`src/shared/bdp_pkg.sv`:
```
// Constants shared by the banked digital I/O port block
package bdp_pkg;
   // ***************************************************************
   // Port geometry
   // ***************************************************************
   localparam int PORT_W        = 8;
   localparam int PORTS_DEF     = 18;
   localparam int PORTS_MAX     = 21;
   localparam int SEL_W         = 5;
   // ***************************************************************
   // Interrupt sources: low four bits of port 2
   // ***************************************************************
   localparam int IRQ_N         = 4;
   localparam int IRQ_PORT      = 2;
   localparam int IRQ_BIT_LO    = 0;
   // ***************************************************************
   // Values after reset
   // ***************************************************************
   localparam logic              OPS_EN_RST  = 1'b0;
   localparam logic              DIR_RST     = 1'b0;
   localparam logic              OE_N_RST    = 1'b1;
   localparam logic [PORT_W-1:0] LATCH_RST   = 8'h00;
   localparam logic [PORT_W-1:0] DATA_RST    = 8'h00;
   localparam logic [IRQ_N-1:0]  IRQ_EN_RST  = 4'h0;
   localparam logic [IRQ_N-1:0]  IRQ_POL_RST = 4'h0;
endpackage : bdp_pkg

```
`src/verilog/bdp_dio_top.sv`:
```
// Banked 8-bit digital I/O ports with global enable and level interrupts
//
// Behaviour
// - Operations stay disabled after reset until software enables them.
// - After reset every port is input and no pin is driven.
// - Output latch content is meaningless until software loads it.
// - Global enable low disables all port operations; high enables them.
// - Input port samples pins; a host read returns those levels.
// - Output port read returns its output latch value.
// - Writing an input port updates only its latch; pins stay undriven.
// - Switching a port to output drives the latched value at once.
// - Port 2 bits 0 to 3 are four separate interrupt sources.
// - Interrupt is level triggered, active high after polarity adjustment.
// - Each source has programmable polarity: pass through or invert.
// - Service routine reads source states, compares, flips polarity, stores.
// - Eighteen or twenty-one 8-bit ports, each independently in or out.
// - Each source has its own enable; all disabled after reset.
module bdp_dio_top
#(
   parameter int NUM_PORTS = bdp_pkg::PORTS_DEF
)
(
   input  wire logic                                 core_clk_in,
   input  wire logic                                 reset_n_in,
   input  wire logic                                 clk_en_in,
   input  wire logic                                 ops_en_we_in,
   input  wire logic                                 ops_en_in,
   output logic                                      ops_en_out,
   input  wire logic [bdp_pkg::SEL_W-1:0]            port_sel_in,
   input  wire logic                                 data_we_in,
   input  wire logic [bdp_pkg::PORT_W-1:0]           data_in,
   input  wire logic                                 data_re_in,
   output logic      [bdp_pkg::PORT_W-1:0]           rdata_out,
   output logic                                      rvalid_out,
   input  wire logic                                 dir_we_in,
   input  wire logic [NUM_PORTS-1:0]                 dir_in,
   output logic      [NUM_PORTS-1:0]                 dir_out,
   input  wire logic                                 irq_en_we_in,
   input  wire logic [bdp_pkg::IRQ_N-1:0]            irq_en_in,
   input  wire logic                                 irq_pol_we_in,
   input  wire logic [bdp_pkg::IRQ_N-1:0]            irq_pol_in,
   output logic      [bdp_pkg::IRQ_N-1:0]            irq_level_out,
   output logic                                      irq_out,
   input  wire logic [NUM_PORTS*bdp_pkg::PORT_W-1:0] pin_in,
   output logic      [NUM_PORTS*bdp_pkg::PORT_W-1:0] pin_out,
   output logic      [NUM_PORTS-1:0]                 pin_oe_n_out
);
   // ***************************************************************
   // Elaboration checks
   // ***************************************************************
   // Port 2 must exist for the interrupt sources; PORTS_MAX caps the count
   generate
      if (NUM_PORTS <= bdp_pkg::IRQ_PORT || NUM_PORTS > bdp_pkg::PORTS_MAX)
      begin : g_bad_ports
         $error("NUM_PORTS out of supported range");
      end
   endgenerate

   // ***************************************************************
   // Global operations enable
   // ***************************************************************
   logic ops_en_r, ops_en_nxt;

   always_comb
   begin
      ops_en_nxt = ops_en_we_in ? ops_en_in : ops_en_r;
   end

   always_ff @(posedge core_clk_in or negedge reset_n_in)
   begin
      if (!reset_n_in)
      begin
         ops_en_r <= bdp_pkg::OPS_EN_RST;
      end
      else if (clk_en_in)
      begin
         ops_en_r <= ops_en_nxt;
      end
   end

   assign ops_en_out = ops_en_r;

   // ***************************************************************
   // Port slices
   // ***************************************************************
   logic                       sel_ok;
   logic [bdp_pkg::PORT_W-1:0] latch_a  [NUM_PORTS];
   logic [bdp_pkg::PORT_W-1:0] sample_a [NUM_PORTS];
   logic [NUM_PORTS-1:0]       dir_v;

   assign sel_ok = int'(port_sel_in) < NUM_PORTS;

   genvar gi;
   generate
      for (gi = 0; gi < NUM_PORTS; gi++)
      begin : g_port
         bdp_port_slice u_slice
         (
            .clk_in        (core_clk_in),
            .reset_n_in    (reset_n_in),
            .clk_en_in     (clk_en_in),
            .ops_en_in     (ops_en_r),
            .ops_en_nxt_in (ops_en_nxt),
            .data_we_in    (data_we_in && sel_ok && int'(port_sel_in) == gi),
            .data_in       (data_in),
            .dir_we_in     (dir_we_in),
            .dir_in        (dir_in[gi]),
            .pin_in        (pin_in[gi*bdp_pkg::PORT_W +: bdp_pkg::PORT_W]),
            .latch_out     (latch_a[gi]),
            .sample_out    (sample_a[gi]),
            .dir_out       (dir_v[gi]),
            .pin_out       (pin_out[gi*bdp_pkg::PORT_W +: bdp_pkg::PORT_W]),
            .pin_oe_n_out  (pin_oe_n_out[gi])
         );
      end
   endgenerate

   assign dir_out = dir_v;

   // ***************************************************************
   // Host read path
   // ***************************************************************
   logic [bdp_pkg::PORT_W-1:0] rdata_r, rdata_nxt;
   logic                       rvalid_r, rvalid_nxt;

   always_comb
   begin
      rvalid_nxt = data_re_in;
      rdata_nxt  = rdata_r;
      if (data_re_in)
      begin
         // Disabled or unmapped reads answer zero rather than stale data
         if (!ops_en_r || !sel_ok)
         begin
            rdata_nxt = bdp_pkg::DATA_RST;
         end
         else if (dir_v[port_sel_in])
         begin
            rdata_nxt = latch_a[port_sel_in];
         end
         else
         begin
            rdata_nxt = sample_a[port_sel_in];
         end
      end
   end

   always_ff @(posedge core_clk_in or negedge reset_n_in)
   begin
      if (!reset_n_in)
      begin
         rdata_r  <= bdp_pkg::DATA_RST;
         rvalid_r <= 1'b0;
      end
      else if (clk_en_in)
      begin
         rdata_r  <= rdata_nxt;
         rvalid_r <= rvalid_nxt;
      end
   end

   assign rdata_out  = rdata_r;
   assign rvalid_out = rvalid_r;

   // ***************************************************************
   // Interrupt sources on port 2
   // ***************************************************************
   logic [bdp_pkg::IRQ_N-1:0] irq_src;
   logic [bdp_pkg::IRQ_N-1:0] irq_en_v;
   logic [bdp_pkg::IRQ_N-1:0] irq_pol_v;

   // Taken straight from the pins so sources work whatever the port direction
   assign irq_src = pin_in[bdp_pkg::IRQ_PORT*bdp_pkg::PORT_W + bdp_pkg::IRQ_BIT_LO
                           +: bdp_pkg::IRQ_N];

   bdp_irq_ctrl u_irq
   (
      .clk_in     (core_clk_in),
      .reset_n_in (reset_n_in),
      .clk_en_in  (clk_en_in),
      .en_we_in   (irq_en_we_in),
      .en_in      (irq_en_in),
      .pol_we_in  (irq_pol_we_in),
      .pol_in     (irq_pol_in),
      .src_in     (irq_src),
      .en_out     (irq_en_v),
      .pol_out    (irq_pol_v),
      .level_out  (irq_level_out),
      .irq_out    (irq_out)
   );

   // Pins carry the latch even while undriven, so a switch needs no extra cycle
   generate
      for (gi = 0; gi < NUM_PORTS; gi++)
      begin : g_pin_chk

      end
   endgenerate

   genvar gs;
   generate
      for (gs = 0; gs < bdp_pkg::IRQ_N; gs++)
      begin : g_src_chk

      end
   endgenerate
endmodule : bdp_dio_top

```
`src/verilog/bdp_port_slice.sv`:
```
// One 8-bit bidirectional port: output latch, direction and pin drive
module bdp_port_slice
(
   input  wire logic                       clk_in,
   input  wire logic                       reset_n_in,
   input  wire logic                       clk_en_in,
   input  wire logic                       ops_en_in,
   input  wire logic                       ops_en_nxt_in,
   input  wire logic                       data_we_in,
   input  wire logic [bdp_pkg::PORT_W-1:0] data_in,
   input  wire logic                       dir_we_in,
   input  wire logic                       dir_in,
   input  wire logic [bdp_pkg::PORT_W-1:0] pin_in,
   output logic      [bdp_pkg::PORT_W-1:0] latch_out,
   output logic      [bdp_pkg::PORT_W-1:0] sample_out,
   output logic                            dir_out,
   output logic      [bdp_pkg::PORT_W-1:0] pin_out,
   output logic                            pin_oe_n_out
);
   logic [bdp_pkg::PORT_W-1:0] latch_r, latch_nxt;
   logic [bdp_pkg::PORT_W-1:0] sample_r, sample_nxt;
   logic                       dir_r, dir_nxt;
   logic [bdp_pkg::PORT_W-1:0] pin_r, pin_nxt;
   logic                       oe_n_r, oe_n_nxt;

   always_comb
   begin
      // Writes land in the latch whatever the direction; pins follow direction
      latch_nxt  = (ops_en_in && data_we_in) ? data_in : latch_r;
      dir_nxt    = (ops_en_in && dir_we_in) ? dir_in : dir_r;
      sample_nxt = ops_en_in ? pin_in : sample_r;
      pin_nxt    = latch_nxt;
      // Uses next values so a direction change drives on the same edge
      oe_n_nxt   = !(ops_en_nxt_in && dir_nxt);
   end

   always_ff @(posedge clk_in or negedge reset_n_in)
   begin
      if (!reset_n_in)
      begin
         // Latch content is meaningless to software until it writes one
         latch_r  <= bdp_pkg::LATCH_RST;
         sample_r <= bdp_pkg::DATA_RST;
         dir_r    <= bdp_pkg::DIR_RST;
         pin_r    <= bdp_pkg::LATCH_RST;
         oe_n_r   <= bdp_pkg::OE_N_RST;
      end
      else if (clk_en_in)
      begin
         latch_r  <= latch_nxt;
         sample_r <= sample_nxt;
         dir_r    <= dir_nxt;
         pin_r    <= pin_nxt;
         oe_n_r   <= oe_n_nxt;
      end
   end

   assign latch_out    = latch_r;
   assign sample_out   = sample_r;
   assign dir_out      = dir_r;
   assign pin_out      = pin_r;
   assign pin_oe_n_out = oe_n_r;
endmodule : bdp_port_slice

```
`src/verilog/bdp_irq_ctrl.sv`:
```
// Level interrupt logic: per-source polarity, per-source enable, one request
module bdp_irq_ctrl
(
   input  wire logic                      clk_in,
   input  wire logic                      reset_n_in,
   input  wire logic                      clk_en_in,
   input  wire logic                      en_we_in,
   input  wire logic [bdp_pkg::IRQ_N-1:0] en_in,
   input  wire logic                      pol_we_in,
   input  wire logic [bdp_pkg::IRQ_N-1:0] pol_in,
   input  wire logic [bdp_pkg::IRQ_N-1:0] src_in,
   output logic      [bdp_pkg::IRQ_N-1:0] en_out,
   output logic      [bdp_pkg::IRQ_N-1:0] pol_out,
   output logic      [bdp_pkg::IRQ_N-1:0] level_out,
   output logic                           irq_out
);
   logic [bdp_pkg::IRQ_N-1:0] en_r, en_nxt;
   logic [bdp_pkg::IRQ_N-1:0] pol_r, pol_nxt;
   logic [bdp_pkg::IRQ_N-1:0] level_r, level_nxt;
   logic                      irq_r, irq_nxt;

   always_comb
   begin
      en_nxt    = en_we_in ? en_in : en_r;
      pol_nxt   = pol_we_in ? pol_in : pol_r;
      level_nxt = src_in ^ pol_r;
      // No edge memory: request simply follows the adjusted levels
      irq_nxt   = |((src_in ^ pol_r) & en_r);
   end

   always_ff @(posedge clk_in or negedge reset_n_in)
   begin
      if (!reset_n_in)
      begin
         en_r    <= bdp_pkg::IRQ_EN_RST;
         pol_r   <= bdp_pkg::IRQ_POL_RST;
         level_r <= '0;
         irq_r   <= 1'b0;
      end
      else if (clk_en_in)
      begin
         en_r    <= en_nxt;
         pol_r   <= pol_nxt;
         level_r <= level_nxt;
         irq_r   <= irq_nxt;
      end
   end

   assign en_out    = en_r;
   assign pol_out   = pol_r;
   assign level_out = level_r;
   assign irq_out   = irq_r;
endmodule : bdp_irq_ctrl

```
`config.mk`:
```
export PLATFORM = sky130hd
export DESIGN_NAME = bdp_dio_top
export DESIGN_NICKNAME = d
export VERILOG_FILES = /design/src/shared/bdp_pkg.sv /design/src/verilog/bdp_dio_top.sv /design/src/verilog/bdp_port_slice.sv /design/src/verilog/bdp_irq_ctrl.sv
export SDC_FILE = /design/constraint.sdc
export NUM_CORES = 1
export LEC_CHECK = 0
export BUFFER_PORTS_ARGS = -buffer_cell sky130_fd_sc_hd__clkbuf_2
export CAP_MARGIN = 20
export CORE_ASPECT_RATIO = 1.75
export CORE_MARGIN = 5
export CORE_UTILIZATION = 35
export CTS_CLUSTER_SIZE = 24
export DETAILED_ROUTE_END_ITERATION = 12
export GPL_ROUTABILITY_DRIVEN = 0
export GPL_TIMING_DRIVEN = 0
export SLEW_MARGIN = 20
export SYNTH_ARGS = -nofsm -noshare
export SYNTH_HDL_FRONTEND = slang
export SYNTH_SLANG_ARGS = --single-unit
```
`constraint.sdc`:
```
create_clock -name core_clk_in -period 4.1 [get_ports core_clk_in]
set_clock_uncertainty 0.05 [all_clocks]
set_input_delay 0.82 -clock core_clk_in [delete_from_list [all_inputs] [get_ports core_clk_in]]
set_output_delay 0.82 -clock core_clk_in [all_outputs]
set_load 0.02 [all_outputs]
```
-- Word-level counts from Yosys, hierarchy flattened
Index checks and enable logic that the tools add are counted.
- register bits: 347
- input port bits: 193
- $lt $le $gt $ge: 3
- equal/unequal tests: 17
- mux-type cells: 34
- bitwise operators: 3
- reductions and logical operators: 101
- operator list (cell ; count):
    8-bit two-way mux ; 11
    8-bit binary-select mux with 5-bit select ; 2
    1-bit logical AND ; 56
    5-bit equality test (second input constant) ; 10
    2-bit AND reduction ; 22
    5-bit by 4-bit equality test with 1-bit output (second input constant) ; 4
    1-bit zero test ; 20
    1-bit two-way mux ; 20
    5-bit by 3-bit equality test with 1-bit output (second input constant) ; 2
    6-bit greater-or-equal comparator (second input constant) ; 1
    5-bit by 6-bit < comparator with 1-bit output (second input constant) ; 1
    5-bit NOT with 6-bit output ; 1
    1-bit binary-select mux with 5-bit select ; 1
    5-bit by 2-bit equality test with 1-bit output (second input constant) ; 1
    5-bit zero test ; 1
    5-bit < comparator (second input constant) ; 1
    4-bit AND ; 1
    4-bit OR reduction ; 1
    4-bit XOR ; 1
    1-bit logical OR ; 1

-- Longest topological paths before layout
Gate-level depths: netlist of run 1.
- word-level depth: 6
- gate-level depth with buffers: 9
- mapped depth without buffers: 5

-- By module
Synthesis of run 1 repeated with hierarchy kept, for this count alone.
- cell total of the unflattened synthesis: 1253
- area total of the unflattened synthesis: 17164.0 µm²
- modules (own cells, without submodules) (module ; instances ; cells each ; area each (µm²) ; seq. area each (µm²)):
    bdp_port_slice ; 18 ; 50 ; 749.5 ; 451.7
    bdp_dio_top ; 1 ; 308 ; 3129.3 ; 250.2
    bdp_irq_ctrl ; 1 ; 45 ; 544.3 ; 325.3

-- Worst setup path before layout of run 1
No wires, ideal clock.
- path type: input -> register
- start: in port_sel_in[0] in the netlist's numbering
- end: reg rdata_r, in the netlist rdata_out[0]
- data arrival time: 2.323 ns
- required time: 3.924 ns
- slack: 1.601 ns
- stages: 7
- cell sequence: buf_2 > clkbuf_1 > mux2_2 > a221oi_1 > nand3_1 > a311oi_1 > nor2_1
- cells in the longest elaborated chain, start to end: 6
- elaborated cells on any way between the ends: 14
- those cells by class: order compare (1); mux (10); bitwise (1); reduce/logical (2)
- RTL lines (item ; line ; text):
    start: declaration ; bdp_dio_top.sv:29 ; input wire logic [bdp_pkg::SEL_W-1:0] port_sel_in,
    5-bit NOT with 6-bit output (not written as such) ; bdp_dio_top.sv:139, bdp_dio_top.sv:143 ;
    8-bit binary-select mux with 5-bit select (on tied branches) ; bdp_dio_top.sv:143, bdp_dio_top.sv:139 ;
    8-bit two-way mux (on tied branches) (2 in a row) ; bdp_dio_top.sv:143, bdp_dio_top.sv:139 ;
    8-bit two-way mux ; bdp_dio_top.sv:137 ; else if (dir_v[port_sel_in])
    8-bit two-way mux * ; bdp_dio_top.sv:133 ; if (!ops_en_r || !sel_ok)
    end signal: assignment ; bdp_dio_top.sv:152 ; rdata_r <= bdp_pkg::DATA_RST;
    end signal: assignment ; bdp_dio_top.sv:157 ; rdata_r <= rdata_nxt;
    end: declaration ; bdp_dio_top.sv:123 ; logic [bdp_pkg::PORT_W-1:0] rdata_r, rdata_nxt;
Every way passes the cells marked *; elsewhere a longest branch is shown, timed or not. The select of a mux whose other input is x is not followed.
A chain may end at the register's enable or synchronous reset.

-- Final worst setup path of run 1
- start: in port_sel_in[0] in the netlist's numbering
- end: reg rdata_r, in the netlist rdata_out[6]
The elaborated chain is that of the path after synthesis.

==> out/summary.txt, run 1 <==
number of flops mapped to enable cells by yosys - 0
crit-path max FO - 10
CTS Buf Count - 36
GRT Total Usage - 0.2224
Yosys top cell by area - dfrtp_1
port bufs - 383
final setup vio count - 0
io pins - 388
Final Non-Filler Cells - 2183
Cell Area, Synth - 16300 um^2
Post-synth top flop - dfrtp_1
H-tree levels - 2
initial DRC count - 670
Slew headroom - 0.2951
most frequent cell after synthesis - mux2_2
max cap viols - 0
Final Max Slew Viols - 0
WL final - 57.83 mm
share of layout cells above drive strength 1 - 0.5937
Avg Cell Area, Syn - 14.26 um^2
hold crit path type - in -> async
Power Density - 500.6 nW/um^2
hold_ws - 0.2354 ns
antenna viol nets, final - 0
Max Clock Freq - 320.8 MHz
synth unique cells - 46
nets - 1761
height of the chip - 295.5 um
Required @ worst endpoint - 4.44 ns
dpl cells - 2113
cell count after synthesis - 1143
initial core utilization - 0.3538
Tcrit/Tclk final - 0.7604
CTS max path bufs - 3
CP Capture Type - flip-flop
Synth Register Bits - 347
Synthesized Nets - 1336
Area Growth Syn to Fin - 25.00%
CTS tree - yes
# DRC - 0
largest net degree at the start of global routing - 85
register area share after synthesis - 0.5342
Worst-Margin Slew - 1.055 ns
CTS clock-pin slew for the worst setup and hold paths - 0.07 ns
routed wire length per instance - 26.49 um
WP data arrival - 3.46 ns
Die X - 173.1 um
Startpoint Class - primary input
die area - 51150 um^2
initial antenna violation count - 5
later-pin clock latency in the skew report - 0.53 ns
leakage power - 9.747 nW
post-synth top area share - 0.5051
post-route total power - 0.01020 W
synth top area cells - dfrtp_1 51%, mux2_2 24%, mux4_2 6.1%, dfstp_2 2.9%, mux2i_1 2.8%
synth warn - 0
CTS root buffer - clkbuf_16
Hold Buf Count CTS - 0
TritonCTS Sinks - 347
Tmin final - 3.118 ns
outcome - complete, no violations
number of buffers added for setup after CTS - 0
synth cell count leaders - 344 x mux2_2, 329 x dfrtp_1, 51 x nand2_1, 46 x mux2i_1, 44 x mux4_2
number of global-route vias before repair - 12980
dpl hpwl - 45.52 mm
Post-CTS Resized - 0
Via density - 5.329
Pre-antenna DRT Iters - 5
Hold Fails Final Rpt - 0
Core ar. - 46060 um^2
asr flop ratio synth - 1.000
FILL cells - 4397
Final Util - 0.4423
maximum vdd drop - 365.9 uV
Std-Cell Rows - 104
remaining global-route overflow - 0
Worst Setup Path Type - in -> reg
routed vias - 11630
RSZ-0062 raised after global routing - no
first-pass GRT wire length - 85.25 mm
## cell type report
type                       instances  area (um^2)  area share
tap                              583        729.5     0.03580
timing repair buffer             387         2036     0.09992
sequential                       347         8706      0.4273
inverter                           3        11.26   0.0005527
antenna                            5        12.51   0.0006141
clock inverter                    10        192.7    0.009458
multi-input combinational        683         6983      0.3428
buffer                           110        598.1     0.02936
clock buffer                      55         1105     0.05423
## metrics by stage
| step | setup TNS (ns) | cell area, um^2 | worst slack (ns) |
|---|---|---|---|
| 6_report | 0 | 20370 | 0.9824 |
| 5_1_grt | 0 | 20370 | 0.8352 |
| 4_1_cts | 0 | 20360 | 0.9810 |
| 3_5_place_dp | 0 | 19060 | 0.4157 |
| 3_3_place_gp | -1814.79 | 18940 | -5.436 |
| 2_1_floorplan | 0 | 16300 | 1.601 |
## layer usage
layer | GRT usage | part of all wire | vias up
li1 | - | - | 5076
met4 | 0.1095 | 0.052 | 0
met5 | 0 | 0 | -
met1 | 0.2378 | 0.34 | 6009
met3 | 0.05040 | 0.060 | 119
met2 | 0.4126 | 0.54 | 430
## registers in the layout, indices dropped and copies added (netlist names)
name,count
g_port.u_slice.pin_out,40
u_irq.irq_out,1
rdata_out,8
g_port.u_slice.sample_out,144
ops_en_out,1
u_irq.level_out,4
g_port.u_slice.pin_oe_n_out,18
u_irq.pol_out,4
g_port.u_slice.dir_out,18
rvalid_out,1
u_irq.en_out,4
g_port.u_slice.latch_out,104
## power breakdown
| part | switching [W] | internal (W) |
|---|---|---|
| registers | 0.000382 | 0.00403 |
| logic | 0.00112 | 0.00108 |
| clock network | 0.00141 | 0.00218 |
| total | 0.00291 | 0.00729 |
## cells in the final DEF (no fill, tap or decap), types with 3 or more instances in the layout
master     instances
a211oi_1           8
a21boi_0           8
a221oi_1           8
a22oi_1           18
a311oi_1           8
a31oi_1           17
buf_1             16
buf_16             4
buf_2             23
buf_4             41
bufinv_16          5
clkbuf_1          36
clkbuf_16         38
clkbuf_2         384
clkbuf_8          10
dfrtp_1          329
dfstp_2           18
diode_2            5
inv_1              3
mux2_2           344
mux2i_1           46
mux4_2            44
nand2_1           51
nand2b_1           3
nand3_1           11
nand4_1            9
nor2_1            12
nor2_2            13
nor2b_1           13
nor3_4             3
o221ai_1           8
o22a_1            18
or3_1              8
or3b_2             8
xor2_1             4
## logic make-up after synthesis
group | count (synthesis) | synth area share
buffers and inverters | 113 | 0.03739
xor gates and xnor gates | 4 | 0.002149
and+or+nand+nor | 143 | 0.05036
AOI/OAI and AO/OA | 102 | 0.04921
DFF | 347 | 0.5342
muxes | 434 | 0.3267
## path summary, 6_finish.rpt
check	startpoint	end	slack [ns]	cells past startpoint
min in group core_clk_in	g_port[10].u_slice.sample_out[3]	g_port[10].u_slice.sample_out[3]	0.45	1
worst min-delay path	reset_n_in	g_port[15].u_slice.sample_out[2]	0.24	1
worst max register to register	ops_en_out	g_port[7].u_slice.latch_out[6]	1.41	6
worst max-delay path	port_sel_in[0]	rdata_out[6]	0.98	8
max in group asynchronous	reset_n_in	g_port[3].u_slice.pin_oe_n_out	2.44	3
worst min register to register	g_port[10].u_slice.sample_out[3]	g_port[10].u_slice.sample_out[3]	0.45	1
## worst max-delay path, cell delays in order
cell,delay [ns]
clkbuf_2,0.16
buf_2,0.31
clkbuf_1,0.49
mux2_2,0.42
a221oi_1,0.41
nand3_1,0.17
a311oi_1,0.56
nor2_1,0.10
No activity file was read; power rests on OpenSTA's default activity.
==> inputs of run 2 (changes only) <==
==> constraint.sdc (replaced) <==
create_clock -name core_clk_in -period 2.6 [get_ports core_clk_in]
set_clock_uncertainty 0.05 [all_clocks]
set_input_delay 0.52 -clock core_clk_in [delete_from_list [all_inputs] [get_ports core_clk_in]]
set_output_delay 0.52 -clock core_clk_in [all_outputs]
set_load 0.02 [all_outputs]
==> out/summary.txt, run 2 (same netlist as run 1, synthesis figures left out) <==
Startpoint Class - flip-flop
Required @ worst endpoint - 2.96 ns
TritonCTS Sinks - 347
Reg power frac - 0.432
Worst-Margin Slew - 1.081 ns
maximum vdd drop - 576.8 uV
Post-Place Setup Slack - -0.7843 ns
initial core utilization - 0.3538
io pins - 388
# DRC - 0
routed vias - 11720
Comb pwr share - 0.216
later-pin clock latency in the skew report - 0.53 ns
remaining global-route overflow - 0
Power Density - 783.5 nW/um^2
Via density - 5.351
Clock Power Share - 0.352
most frequent cells in the layout - 387 x clkbuf_2, 344 x mux2_2, 329 x dfrtp_1
hold crit path type - in -> reg
routed wire length per instance - 26.37 um
CTS clock-pin slew for the worst setup and hold paths - 0.07 ns
share of layout cells above drive strength 1 - 0.5983
Die X - 173.1 um
Final Non-Filler Cells - 2191
leakage power - 9.818 nW
post-route total power - 0.01611 W
Sequential Area - 8706 um^2
FILL cells - 4379
RSZ-0062 raised after global routing - yes
antenna viol nets, final - 0
first-pass GRT wire length - 85.24 mm
Tcrit/Tclk final - 0.9668
Worst Setup Path Type - reg -> reg
Std-Cell Rows - 104
number of global-route vias before repair - 12980
H-tree levels - 2
nets - 1769
initial DRC count - 605
port bufs - 383
CTS tree - yes
CTS max path bufs - 3
height of the chip - 295.5 um
hold_ws - 0.1657 ns
initial antenna violation count - 5
max cap viols - 0
CTS root buffer - clkbuf_16
final setup vio count - 0
crit-path max FO - 10
max reg flops - 144
final worst setup slack - 0.08619 ns
Slew headroom - 0.2772
dpl cells - 2113
Core ar. - 46060 um^2
outcome - complete, no violations
Area Growth Syn to Fin - 26.12%
CP Capture Type - flip-flop
GRT Total Usage - 0.2223
commonest non-fill, non-tap cell in the layout - clkbuf_2
Tmin final - 2.514 ns
P_int - 0.01151 W
largest net degree at the start of global routing - 85
sw frac - 0.2854
CTS Buf Count - 36
WP data arrival - 2.87 ns
Max Clock Freq - 397.8 MHz
Pre-antenna DRT Iters - 5
WL final - 57.77 mm
Net Sw Power - 0.004596 W
dpl hpwl - 45.52 mm
Hold Fails Final Rpt - 0
multi-input logic area - 7030 um^2
die area - 51150 um^2
Final Max Slew Viols - 0
## run 2: cell types whose count changed in the layout (fill, tap and decap cells not counted), moves of 3 or more
cell,change
nor2_2,-7
clkbuf_2,+3
clkbuf_1,-3
buf_12,+5
buf_4,+4
nor2_4,+7
## run 2: power by group through the flow
stage / combinational (W) / sequential, W / clock (W)
floorplan: 0.00205 / 0.00705 / 0
global placement: 0.00344 / 0.00700 / 0
detailed placement: 0.00353 / 0.00706 / 0
CTS: 0.00354 / 0.00696 / 0.00581
global route: 0.00374 / 0.00707 / 0.00599
finish: 0.00348 / 0.00695 / 0.00567
## run 2: path summary, 6_finish.rpt
check,from,to,slack [ns],cells after the start
worst min-delay path,pin_in[22],g_port[2].u_slice.sample_out[6],0.17,2
worst max register to register,ops_en_out,g_port[14].u_slice.pin_out[6],0.09,7
worst min register to register,g_port[10].u_slice.sample_out[3],g_port[10].u_slice.sample_out[3],0.45,1
worst max-delay path,ops_en_out,g_port[14].u_slice.pin_out[6],0.09,7
min in group asynchronous,reset_n_in,g_port[15].u_slice.sample_out[2],0.50,2
max in group asynchronous,reset_n_in,g_port[3].u_slice.pin_oe_n_out,0.68,4
## run 2: cell type report
class | instances | area share
Antenna cell | 5 | 0.0006087
Buffer | 110 | 0.02952
Clock buffer | 55 | 0.05375
Clock inverter | 10 | 0.009374
Inverter | 3 | 0.0005478
Multi-Input combinational cell | 683 | 0.3420
Sequential cell | 347 | 0.4235
Tap cell | 583 | 0.03549
Timing Repair Buffer | 395 | 0.1051
## run 2: critical path: stages, from the launching register on
cell	delay, ns
dfrtp_1	0.36
buf_2	0.23
nand2_2	0.25
nor3b_4	0.25
buf_4	0.15
nand3b_2	0.23
nor2_2	0.48
mux2_2	0.39
## run 2: stage by stage
stage | util | cell area, um^2 | setup TNS [ns]
after floorplan | - | 16300 | 0
after global placement | 0.4113 | 18940 | -2267.31
after detailed placement | 0.4138 | 19060 | -38.81
after CTS | 0.4429 | 20400 | -0.07079
after global routing | 0.4462 | 20550 | -0.1923
final | 0.4462 | 20550 | 0
## run 2: repair_timing
action,CTS,global route
endpoints found under the setup margin,67,109
pin swaps,0,5
gates resized for setup,9,5
endpoints found under the hold margin,60,0
setup buffers,0,7
hold buffers,1,0
## run 2: layer usage
metal	global-route usage	share of wire	up-vias
li1	-	-	5111
met3	0.05002	0.059	127
met5	0	0	-
met1	0.2377	0.34	6044
met2	0.4118	0.54	442
met4	0.1117	0.054	0
